File: config.mk
export PLATFORM = sky130hd
export DESIGN_NAME = config_clear_load_startup
export DESIGN_NICKNAME = d
export VERILOG_FILES = /design/src/include/cfg_load_pkg.sv /design/src/rtl/config_clear_load_startup.sv /design/src/rtl/frame_crc.sv /design/src/rtl/pin_sync.sv
export VERILOG_INCLUDE_DIRS = /design/src /design/src/include
export SDC_FILE = /design/constraint.sdc
export NUM_CORES = 1
export LEC_CHECK = 0
export ABC_AREA = 0
export BUFFER_PORTS_ARGS = -buffer_cell sky130_fd_sc_hd__buf_4
export CORE_MARGIN = 1.5
export CORE_UTILIZATION = 56
export CTS_BUF_LIST = sky130_fd_sc_hd__clkbuf_8
export CTS_CLUSTER_SIZE = 30
export DETAILED_ROUTE_END_ITERATION = 6
export PLACE_DENSITY = 0.85
export SLEW_MARGIN = 25
export SYNTH_ARGS = -nofsm -noshare
export SYNTH_HDL_FRONTEND = slang
export SYNTH_SLANG_ARGS = --single-unit
File: constraint.sdc
create_clock -name clk -period 2.5 [get_ports clk]
set_clock_uncertainty 0.1 [all_clocks]
set_input_delay 0.5 -clock clk [delete_from_list [all_inputs] [get_ports clk]]
set_output_delay 0.5 -clock clk [all_outputs]
set_load 0.01 [all_outputs]
File: src/include/cfg_load_cfg.svh
// Purpose: Constants for the configuration clear, load and start-up block.
// Assumes: Included by its bare name from two of the rtl files and from the testbench.
// Notes: Offsets are absent; only timing, step encodings, reset values and CRC settings.
`ifndef CFG_LOAD_CFG_SVH
`define CFG_LOAD_CFG_SVH

// Cycles the memory-clear phase lasts at minimum (25 MHz clock).
`define CFG_CLEAR_CYCLES 8'h10
`define CFG_CLEAR_CNT_W 8

// CRC-16 settings for the frame check.
`define CFG_CRC_INIT 16'hffff
`define CFG_CRC_POLY 16'h1021

// Start-up step encodings, issued one per clock.
`define CFG_STEP_DONE 2'h0
`define CFG_STEP_RELEASE 2'h1
`define CFG_STEP_RESET 2'h2
`define CFG_STEP_WRITE 2'h3

// Reset values of the start-up controls.
`define CFG_RST_FLOP_RESET 1'b1
`define CFG_RST_WRITE_GATE 1'b0
`define CFG_RST_DONE 1'b0
`define CFG_RST_RELEASE 1'b0

`endif

File: src/include/cfg_load_pkg.sv
// Purpose: Types shared by the configuration controller files.
// Assumes: Compiled before every rtl file.
// Notes: Constants live in cfg_load_cfg.svh.
package cfg_load_pkg;

  // Controller phases from clearing to user operation.
  typedef enum logic [2:0] {
    st_clear,
    st_wait,
    st_load,
    st_abort,
    st_dll,
    st_start,
    st_user
  } cfg_state_t;

  typedef logic [1:0] step_t;

endpackage

File: src/rtl/config_clear_load_startup.sv
// Purpose: Clear, load, check and start-up sequencing of configuration.
// Assumes: Loader logic on clk drives the data and CRC strobes; the
// request pin, status line and lock input are asynchronous pins.
// Notes: The status line is open-drain: status_out is always low and
// status_oe pulls the line down.
// Functional notes
// (RULE1) The device drives the status line low while it clears memory.
// (RULE2) Clearing lasts while the request pin or the status line is low; here only the request pin extends it, a low status line holds st_wait.
// (RULE3) With clearing over and no hold, the status line is released high.
// (RULE4) Mode inputs are captured as the status line rises after clearing.
// (RULE5) The loader sends frames only once it sees the status line high.
// (RULE6) An outside hold of the status line uses an open-drain driver.
// (RULE7) A CRC is computed over loaded data and compared with the embedded one.
// (RULE8) A CRC mismatch pulls the status line low and aborts configuration.
// (RULE9) A reconfiguration request resets the logic and returns to clearing.
// (RULE10) Start-up begins only after a CRC match at the end of loading.
// (RULE11) Start-up raises done, releases outputs, drops flop reset, opens writes.
// (RULE12) The completion flag goes high during start-up and stays low on failure.
// (RULE13) Released outputs drive if assigned; unassigned pins float pulled down.
// (RULE14) Dropping the global flop reset lets every flip-flop change state.
// (RULE15) Raising the global write gate lets RAMs and flip-flops take values.
// (RULE16) When chosen, completion waits until the clock loop reports lock.
// (RULE17) After a CRC abort the status line stays low until a new request.
`timescale 1ns/1ps
`include "cfg_load_cfg.svh"
module config_clear_load_startup import cfg_load_pkg::*; #(
  parameter int MODE_W = 3,
  parameter int IO_COUNT = 8
) (
  // Clock and reset.
  input wire logic clk,
  input wire logic rst_n,
  // Reconfiguration request pin, active low.
  input wire logic reconfig_n,
  // Open-drain status line.
  input wire logic status_in,
  output logic status_out,
  output logic status_oe,
  // Mode selection pins.
  input wire logic [MODE_W-1:0] mode_in,
  output logic [MODE_W-1:0] mode_q,
  // Configuration data stream from the loader.
  input wire logic data_valid,
  input wire logic [7:0] data_byte,
  input wire logic crc_strobe,
  input wire logic [15:0] crc_value,
  input wire logic crc_final,
  output logic crc_error_q,
  // Clock loop lock hold-off.
  input wire logic dll_wait_en,
  input wire logic dll_locked,
  // Start-up controls.
  output logic done_q,
  output logic io_release_q,
  output logic global_flop_reset_q,
  output logic global_write_gate_q,
  // User pin controls.
  input wire logic [IO_COUNT-1:0] io_assigned,
  output logic [IO_COUNT-1:0] io_drive_en,
  output logic [IO_COUNT-1:0] io_pulldown_en
);

  cfg_state_t state_q;
  cfg_state_t state_d;
  logic [`CFG_CLEAR_CNT_W-1:0] clr_cnt_q;
  step_t step_q;
  logic [MODE_W-1:0] mode_s1_q;
  logic [MODE_W-1:0] mode_s2_q;
  logic [MODE_W-1:0] mode_s3_q;
  logic [MODE_W-1:0] mode_lvl_q;
  logic reconfig_lvl;
  logic status_lvl;
  logic lock_lvl;
  logic [15:0] crc_calc;
  logic reconfig_low;
  logic clear_done;
  logic crc_match;
  logic crc_bad;
  logic crc_good_end;
  logic lock_ok;
  logic crc_clear;

  // Pin synchronisers; lock resets low so a stale lock is never trusted.
  pin_sync #(.RST_VAL(1'b1)) u_sync_req (
    .clk(clk),
    .rst_n(rst_n),
    .pin_in(reconfig_n),
    .level_out(reconfig_lvl)
  );

  pin_sync #(.RST_VAL(1'b1)) u_sync_status (
    .clk(clk),
    .rst_n(rst_n),
    .pin_in(status_in),
    .level_out(status_lvl)
  );

  pin_sync #(.RST_VAL(1'b0)) u_sync_lock (
    .clk(clk),
    .rst_n(rst_n),
    .pin_in(dll_locked),
    .level_out(lock_lvl)
  );

  // CRC restarts whenever a check is made or the phase is not st_load.
  frame_crc u_crc (
    .clk(clk),
    .rst_n(rst_n),
    .clear(crc_clear),
    .byte_valid(data_valid && (state_q == st_load)),
    .byte_in(data_byte),
    .crc_out(crc_calc)
  );

  // Decoded conditions used by the sequencer.
  assign reconfig_low = !reconfig_lvl;
  assign clear_done = (clr_cnt_q == `CFG_CLEAR_CYCLES);
  assign crc_match = (crc_value == crc_calc); // RULE7
  assign crc_bad = (state_q == st_load) && crc_strobe && !crc_match;
  assign crc_good_end = (state_q == st_load) && crc_strobe && crc_match &&
                        crc_final;
  assign lock_ok = !dll_wait_en || lock_lvl; // RULE16
  assign crc_clear = (state_q != st_load) || crc_strobe;

  // The line is pulled low while clearing and after an abort.
  assign status_out = 1'b0;
  assign status_oe = (state_q == st_clear) || (state_q == st_abort); // RULE1

  // Pins with a signal drive once released; the rest float pulled down.
  assign io_drive_en = io_release_q ? io_assigned : '0; // RULE13
  assign io_pulldown_en = ~io_drive_en; // RULE13

  // Phase sequencing; a request from any phase goes back to clearing.
  always_comb begin
    state_d = state_q;
    case (state_q)
      st_clear: begin
        if (clear_done && !reconfig_low) begin
          state_d = st_wait; // RULE3
        end
      end
      st_wait: begin
        if (status_lvl) begin
          state_d = st_load; // RULE4
        end
      end
      st_load: begin
        if (crc_bad) begin
          state_d = st_abort; // RULE8
        end else if (crc_good_end) begin
          state_d = st_dll; // RULE10
        end
      end
      st_abort: begin
        state_d = st_abort; // RULE17
      end
      st_dll: begin
        if (lock_ok) begin
          state_d = st_start; // RULE16
        end
      end
      st_start: begin
        if (step_q == `CFG_STEP_WRITE) begin
          state_d = st_user;
        end
      end
      st_user: begin
        state_d = st_user;
      end
      default: begin
        state_d = st_clear;
      end
    endcase
    if (reconfig_low) begin
      state_d = st_clear; // RULE9
    end
  end

  // State, clear timer and start-up step counter.
  always_ff @(posedge clk or negedge rst_n) begin
    if (!rst_n) begin
      state_q <= st_clear;
      clr_cnt_q <= '0;
      step_q <= `CFG_STEP_DONE;
    end else begin
      state_q <= state_d;
      if (state_q != st_clear || reconfig_low) begin
        clr_cnt_q <= '0; // RULE2
      end else if (!clear_done) begin
        clr_cnt_q <= clr_cnt_q + 1'b1;
      end
      if (state_q == st_start) begin
        step_q <= step_q + 1'b1;
      end else begin
        step_q <= `CFG_STEP_DONE;
      end
    end
  end

  // Mode pins pass three stages and move once stages two and three agree.
  always_ff @(posedge clk or negedge rst_n) begin
    if (!rst_n) begin
      mode_s1_q <= '0;
      mode_s2_q <= '0;
      mode_s3_q <= '0;
      mode_lvl_q <= '0;
      mode_q <= '0;
    end else begin
      mode_s1_q <= mode_in;
      mode_s2_q <= mode_s1_q;
      mode_s3_q <= mode_s2_q;
      mode_lvl_q <= (mode_s2_q == mode_s3_q) ? mode_s3_q : mode_lvl_q;
      if (state_q == st_wait && status_lvl) begin
        mode_q <= mode_lvl_q; // RULE4
      end
    end
  end

  // Abort flag holds until a fresh request clears everything.
  always_ff @(posedge clk or negedge rst_n) begin
    if (!rst_n) begin
      crc_error_q <= 1'b0;
    end else if (crc_bad) begin
      crc_error_q <= 1'b1; // RULE8
    end else if (state_q == st_clear) begin
      crc_error_q <= 1'b0;
    end
  end

  // One start-up operation per clock, in the fixed order.
  always_ff @(posedge clk or negedge rst_n) begin
    if (!rst_n) begin
      done_q <= `CFG_RST_DONE;
      io_release_q <= `CFG_RST_RELEASE;
      global_flop_reset_q <= `CFG_RST_FLOP_RESET;
      global_write_gate_q <= `CFG_RST_WRITE_GATE;
    end else if (state_q == st_clear) begin
      done_q <= `CFG_RST_DONE;
      io_release_q <= `CFG_RST_RELEASE;
      global_flop_reset_q <= `CFG_RST_FLOP_RESET;
      global_write_gate_q <= `CFG_RST_WRITE_GATE;
    end else if (state_q == st_start) begin
      case (step_q)
        `CFG_STEP_DONE: done_q <= 1'b1; // RULE12
        `CFG_STEP_RELEASE: io_release_q <= 1'b1; // RULE11
        `CFG_STEP_RESET: global_flop_reset_q <= 1'b0; // RULE14
        `CFG_STEP_WRITE: global_write_gate_q <= 1'b1; // RULE15
      endcase
    end
  end

  // Checks kept beside the logic they guard.
  property p_clear_drives_low;
    @(posedge clk) disable iff (!rst_n)
      (state_q == st_clear) |-> (status_oe && !status_out);
  endproperty
  a_clear_drives_low: assert property (p_clear_drives_low) // RULE1
    else $error("Status line not pulled low while clearing.");

  property p_hold_keeps_clear;
    @(posedge clk) disable iff (!rst_n)
      reconfig_low |=> (state_q == st_clear) && status_oe;
  endproperty
  a_hold_keeps_clear: assert property (p_hold_keeps_clear) // RULE2
    else $error("Request hold did not keep the clearing phase.");

  property p_release_after_clear;
    @(posedge clk) disable iff (!rst_n)
      (state_q == st_clear && clear_done && !reconfig_low) |=>
        (!status_oe && state_q == st_wait);
  endproperty
  a_release_after_clear: assert property (p_release_after_clear) // RULE3
    else $error("Status line not released after clearing.");

  property p_mode_capture;
    @(posedge clk) disable iff (!rst_n)
      (state_q == st_wait && status_lvl && !reconfig_low) |=>
        (mode_q == $past(mode_lvl_q)) && (state_q == st_load);
  endproperty
  a_mode_capture: assert property (p_mode_capture) // RULE4
    else $error("Mode not captured on status rise.");

  property p_crc_abort;
    @(posedge clk) disable iff (!rst_n)
      (crc_bad && !reconfig_low) |=> (state_q == st_abort) && status_oe &&
        crc_error_q;
  endproperty
  a_crc_abort: assert property (p_crc_abort) // RULE8
    else $error("CRC mismatch did not abort.");

  property p_start_needs_match;
    @(posedge clk) disable iff (!rst_n)
      (state_q == st_dll && $past(state_q) == st_load) |->
        $past(crc_strobe && crc_match && crc_final);
  endproperty
  a_start_needs_match: assert property (p_start_needs_match) // RULE10
    else $error("Start-up entered without a CRC match.");

  property p_startup_order;
    @(posedge clk) disable iff (!rst_n)
      ($rose(done_q) && !reconfig_low) |=> io_release_q && global_flop_reset_q
        ##1 !global_flop_reset_q && !global_write_gate_q
        ##1 global_write_gate_q;
  endproperty
  a_startup_order: assert property (p_startup_order) // RULE11
    else $error("Start-up steps out of order.");

  property p_gate_after_reset;
    @(posedge clk) disable iff (!rst_n)
      global_write_gate_q |-> !global_flop_reset_q && done_q;
  endproperty
  a_gate_after_reset: assert property (p_gate_after_reset) // RULE15
    else $error("Write gate open while flop reset held.");

  property p_lock_holdoff;
    @(posedge clk) disable iff (!rst_n)
      (state_q == st_dll && dll_wait_en && !lock_lvl) |=> !done_q;
  endproperty
  a_lock_holdoff: assert property (p_lock_holdoff) // RULE16
    else $error("Completion raised before lock.");

  property p_abort_sticks;
    @(posedge clk) disable iff (!rst_n)
      (state_q == st_abort && !reconfig_low) |=> (state_q == st_abort) &&
        status_oe && !done_q;
  endproperty
  a_abort_sticks: assert property (p_abort_sticks) // RULE17
    else $error("Abort left without a reconfiguration request.");

  property p_io_drive;
    @(posedge clk) disable iff (!rst_n)
      (io_drive_en == (io_release_q ? io_assigned : '0)) &&
        ((io_drive_en & io_pulldown_en) == '0);
  endproperty
  a_io_drive: assert property (p_io_drive) // RULE13
    else $error("User pin drive or pull-down wrong.");

endmodule // config_clear_load_startup

File: src/rtl/frame_crc.sv
// Purpose: Running CRC-16 over configuration data bytes.
// Assumes: Bytes arrive on the same clock, one per valid cycle.
// Notes: Clear wins over a byte in the same cycle.
`timescale 1ns/1ps
`include "cfg_load_cfg.svh"
module frame_crc import cfg_load_pkg::*; (
  // Clock and reset.
  input wire logic clk,
  input wire logic rst_n,
  // Control and data.
  input wire logic clear,
  input wire logic byte_valid,
  input wire logic [7:0] byte_in,
  // Running result.
  output logic [15:0] crc_out
);

  // One byte, MSB first, through the CRC-16 polynomial.
  function automatic logic [15:0] crc_step(input logic [15:0] c,
                                           input logic [7:0] d);
    logic [15:0] r;
    r = c;
    for (int i = 7; i >= 0; i--) begin
      if (r[15] ^ d[i]) begin
        r = {r[14:0], 1'b0} ^ `CFG_CRC_POLY;
      end else begin
        r = {r[14:0], 1'b0};
      end
    end
    return r;
  endfunction

  // Accumulate accepted bytes; restart on clear.
  always_ff @(posedge clk or negedge rst_n) begin
    if (!rst_n) begin
      crc_out <= `CFG_CRC_INIT;
    end else if (clear) begin
      crc_out <= `CFG_CRC_INIT;
    end else if (byte_valid) begin
      crc_out <= crc_step(crc_out, byte_in);
    end
  end

endmodule // frame_crc

File: src/rtl/pin_sync.sv
// Purpose: Three-stage synchroniser with agreement filter for one pin.
// Assumes: The pin is asynchronous to clk.
// Notes: The filtered level changes once stages two and three agree.
`timescale 1ns/1ps
module pin_sync #(
  parameter bit RST_VAL = 1'b1
) (
  // Clock and reset.
  input wire logic clk,
  input wire logic rst_n,
  // Pin and filtered level.
  input wire logic pin_in,
  output logic level_out
);

  logic s1_q;
  logic s2_q;
  logic s3_q;

  // The first stage feeds only the second, to keep metastability contained.
  always_ff @(posedge clk or negedge rst_n) begin
    if (!rst_n) begin
      s1_q <= RST_VAL;
      s2_q <= RST_VAL;
      s3_q <= RST_VAL;
      level_out <= RST_VAL;
    end else begin
      s1_q <= pin_in;
      s2_q <= s1_q;
      s3_q <= s2_q;
      if (s2_q == s3_q) begin
        level_out <= s3_q;
      end
    end
  end

endmodule // pin_sync

==> flow_metrics.env <==
export IMPL_tns_ps=0
export IMPL_setup_violations_final=0
export IMPL_io_pins=70
export IMPL_grt_pass1_vias=2160
export IMPL_crit_arrival_ps=1600
export IMPL_cts_made_buffers=9
export IMPL_critPathMaxStageDelay_ps=540
export IMPL_avgViaCountPerCell=5.19
export IMPL_r2r_start="state_q[0]$_DFFE_PN0P_"
export IMPL_fin_nets=396
export IMPL_vias=2183
export IMPL_start_util_pct=58.9
export IMPL_rows=26
export IMPL_clk_path_buf_depth=2
export IMPL_met2_usage_pct=35.3
export IMPL_areaGrowthSynthToFinish_pct=24.9
export IMPL_io_buffers=68
export IMPL_synth_cells=277
export IMPL_top_usage_layer="met2"
export IMPL_postLayoutCoreUtil_pct=73.5
export IMPL_crit_path_start="state_q[0]$_DFFE_PN0P_"
export IMPL_end_kind="primary output"
export IMPL_async_flop_share_pct=100
export IMPL_cp_required_ps=1900
export IMPL_grt_use_total_pct=22.4
export IMPL_grt_overflow_total=0
export IMPL_postRouteAntennaNets=0
export IMPL_fin_ws_ps=296
export IMPL_yosysUniqueCellTypes=47
export IMPL_synth_cell_area_um2=3050
export IMPL_reg2reg_to="state_q[1]$_DFFE_PN0P_"
export IMPL_synth_nets=327
export IMPL_drtPass1Iterations=4
export IMPL_antenna_found_initial=0
export IMPL_ff2ff_path_depth=5
export IMPL_power_density_nw_per_um2=728
export IMPL_final_cells=421
export IMPL_finalCritPeriodShare_pct=88.1
export IMPL_place_hpwl_mm=4.17
export IMPL_cp_cell_sequence="or2_2, a21oi_1, buf_4"
export IMPL_rrSetupSlack_ps=430
export IMPL_use_met1_pct=28.0
export IMPL_cts_resized=0
export IMPL_critPathMaxFanout=13
export IMPL_endpoint="status_oe"
export IMPL_synthFlopType="dfrtp_1"
export IMPL_drc=0
export IMPL_grt_max_degree=62
export IMPL_place_congestion=0.835
export IMPL_cts_root_buf="clkbuf_8"
export IMPL_p_leak_nw=1.75
export IMPL_crit_type="flip-flop to primary output"
export IMPL_crit_family="flip-flops"
export IMPL_cts_tree="yes"
export IMPL_clock_latency_ps=340
export IMPL_timing_worst_slew_pin_value_ps=744
export IMPL_rsz0062_at_grt="false"
export IMPL_vdd_ir_drop_max_mv=0.533
export IMPL_grtUsageMet3_pct=7.14
export IMPL_yosysWarnings=0
export IMPL_hold_viol_final=0
export IMPL_wl_mm=5.97
export IMPL_htreeDepth=3
export IMPL_crit_path_top_delay_cell="dfrtp_1"
export IMPL_antenna_cells=0
export IMPL_drv_cap=0
export IMPL_min_path_type="primary input to asynchronous set/reset pin"
export IMPL_period_needed_ps=2200
export IMPL_core_area_um2=5170
export IMPL_cts_setup_buffers=0
export IMPL_synth_edf_count=0
export IMPL_postSynthAreaPerCell_um2=11.0
export IMPL_dieWidth_um=76.7
export IMPL_routedWlPerCell_um=14.2
export IMPL_max_slew_margin_pct=50.4
export IMPL_cts_hold_fix_buffers=0
export IMPL_clock_fmax_mhz=454
export IMPL_die_h_um=76.7
export IMPL_slew_viol_final=0
export IMPL_ys_seq_elements=61
export IMPL_final_layout_size_suffix_gt1_share_pct=35.9
export IMPL_pre_cts_slack_ps=385
export IMPL_place_inst=405
export IMPL_drt_iter0_markers=142
export IMPL_status="completed"
export IMPL_critPathBufInv=1
export IMPL_critPathLaunchType="flip-flop"
export IMPL_cts_sinks=61
export IMPL_synth_seq_area_share_pct=51.2
export IMPL_grt_first_pass_wirelength_mm=10.2
export IMPL_dieArea_um2=5890
export IMPL_crit_cells=3
export IMPL_clk_pin_slew_ps=70
==> worst reg2reg max path, stage by stage (launching register included) <==
cell	delay, ps
dfrtp_1	540
or4b_1	700
a41oi_2	290
nor4bb_2	90
o31ai_2	110
o22ai_2	100
==> sequential cells by signal, summed over array words and instances (netlist names), 2 cells and up <==
signal and count:
mode_lvl_q 3, u_crc.crc_out 16, state_q 3, clr_cnt_q 8, mode_s1_q 3, step_q 2, mode_s2_q 3, mode_s3_q 3
mode_q 3
==> layout make-up <==
class,count,area (um2)
repair buffers,70,526
clock buffers,9,124
inverters,15,56.3
flip-flops and latches,61,1560
multi-input cells,189,1380
fillers,352,1370
well taps,70,87.6
clock inverters,7,75.1
==> cell usage in the layout, fill, tap and decap left out, types with 2 or more instances in the layout <==
cell type and instances:
o21ai_0 8, nand2b_1 2, dfrtp_1 36, and3_1 5, nor2_1 13, mux2i_1 9
nand3_1 5, nor2b_1 2, dfstp_2 25, clkinvlp_4 3, nor4_1 4, ha_1 6
a21o_1 7, nand2_1 37, xor2_1 24, xnor2_1 25, clkbuf_8 9, nor4bb_1 2
a21oi_1 5, nand4_1 2, maj3_1 3, mux2_2 5, o31ai_2 2, buf_4 70
a22o_1 3, inv_1 15
==> cells in the mapped netlist, types with 6 or more instances <==
cell	count	share of area, %
xnor2_1	25	7.2
dfstp_2	25	22
nand2_1	37	4.6
xor2_1	24	6.9
nor2_1	13	1.6
inv_1	15	1.8
dfrtp_1	36	30
mux2i_1	9	3.0
o21ai_0	8	1.3
clkbuf_1	6	0.74
ha_1	6	2.5
a21o_1	7	1.7
==> power by group <==
group	total (W)	internal (W)	switching, W
logic	0.000668	0.000334	0.000334
registers	0.00122	0.00111	0.000115
clock network	0.000879	0.000462	0.000417
total	0.00277	0.00190	0.000865
==> kinds of logic (layout without fill, tap and decap cells) <==
| family | Yosys count | after routing | share of synthesized area [%] |
|---|---|---|---|
| muxes | 14 | 14 | 4.81 |
| xor gates and xnor gates | 49 | 49 | 14.1 |
| other | 1 | 1 | 0.123 |
| DFF | 61 | 61 | 51.2 |
| AOI/OAI and AO/OA | 33 | 33 | 8.01 |
| and+or+nand+nor | 83 | 83 | 14.7 |
| buffers and inverters | 27 | 101 | 3.62 |
| adders and majority gates | 9 | 9 | 3.45 |
==> metrics by stage <==
stage          hold WS, ps  total power [W]  instance area (um2)
2_1_floorplan          104          0.00167                 3050
3_3_place_gp           234          0.00187                 3600
3_5_place_dp           238          0.00190                 3600
4_1_cts                128          0.00280                 3800
5_1_grt                140          0.00291                 3800
6_report               120          0.00277                 3800
==> layer usage <==
metal	wire length (um)	vias to the layer above	part of all wire, %
met5	0	-	0
met4	78	0	1.3
met3	265	8	4.4
met2	3040	41	51
met1	2590	1077	43
li1	-	1057	-
==> worst min path at each step <==
stage	from	to	cells past startpoint
2_1_floorplan	rst_n	clr_cnt_q[0]$_DFFE_PN0P_	0
3_3_place_gp	mode_s1_q[2]$_DFF_PN0_	mode_s2_q[2]$_DFF_PN0_	0
3_5_place_dp	mode_s1_q[2]$_DFF_PN0_	mode_s2_q[2]$_DFF_PN0_	0
4_1_cts	rst_n	mode_lvl_q[2]$_DFFE_PN0N_	1
5_1_grt	reconfig_n	u_sync_req.s1_q$_DFF_PN1_	1
6_report	rst_n	mode_lvl_q[2]$_DFFE_PN0N_	1
No activity file was read; power rests on OpenSTA's default activity.
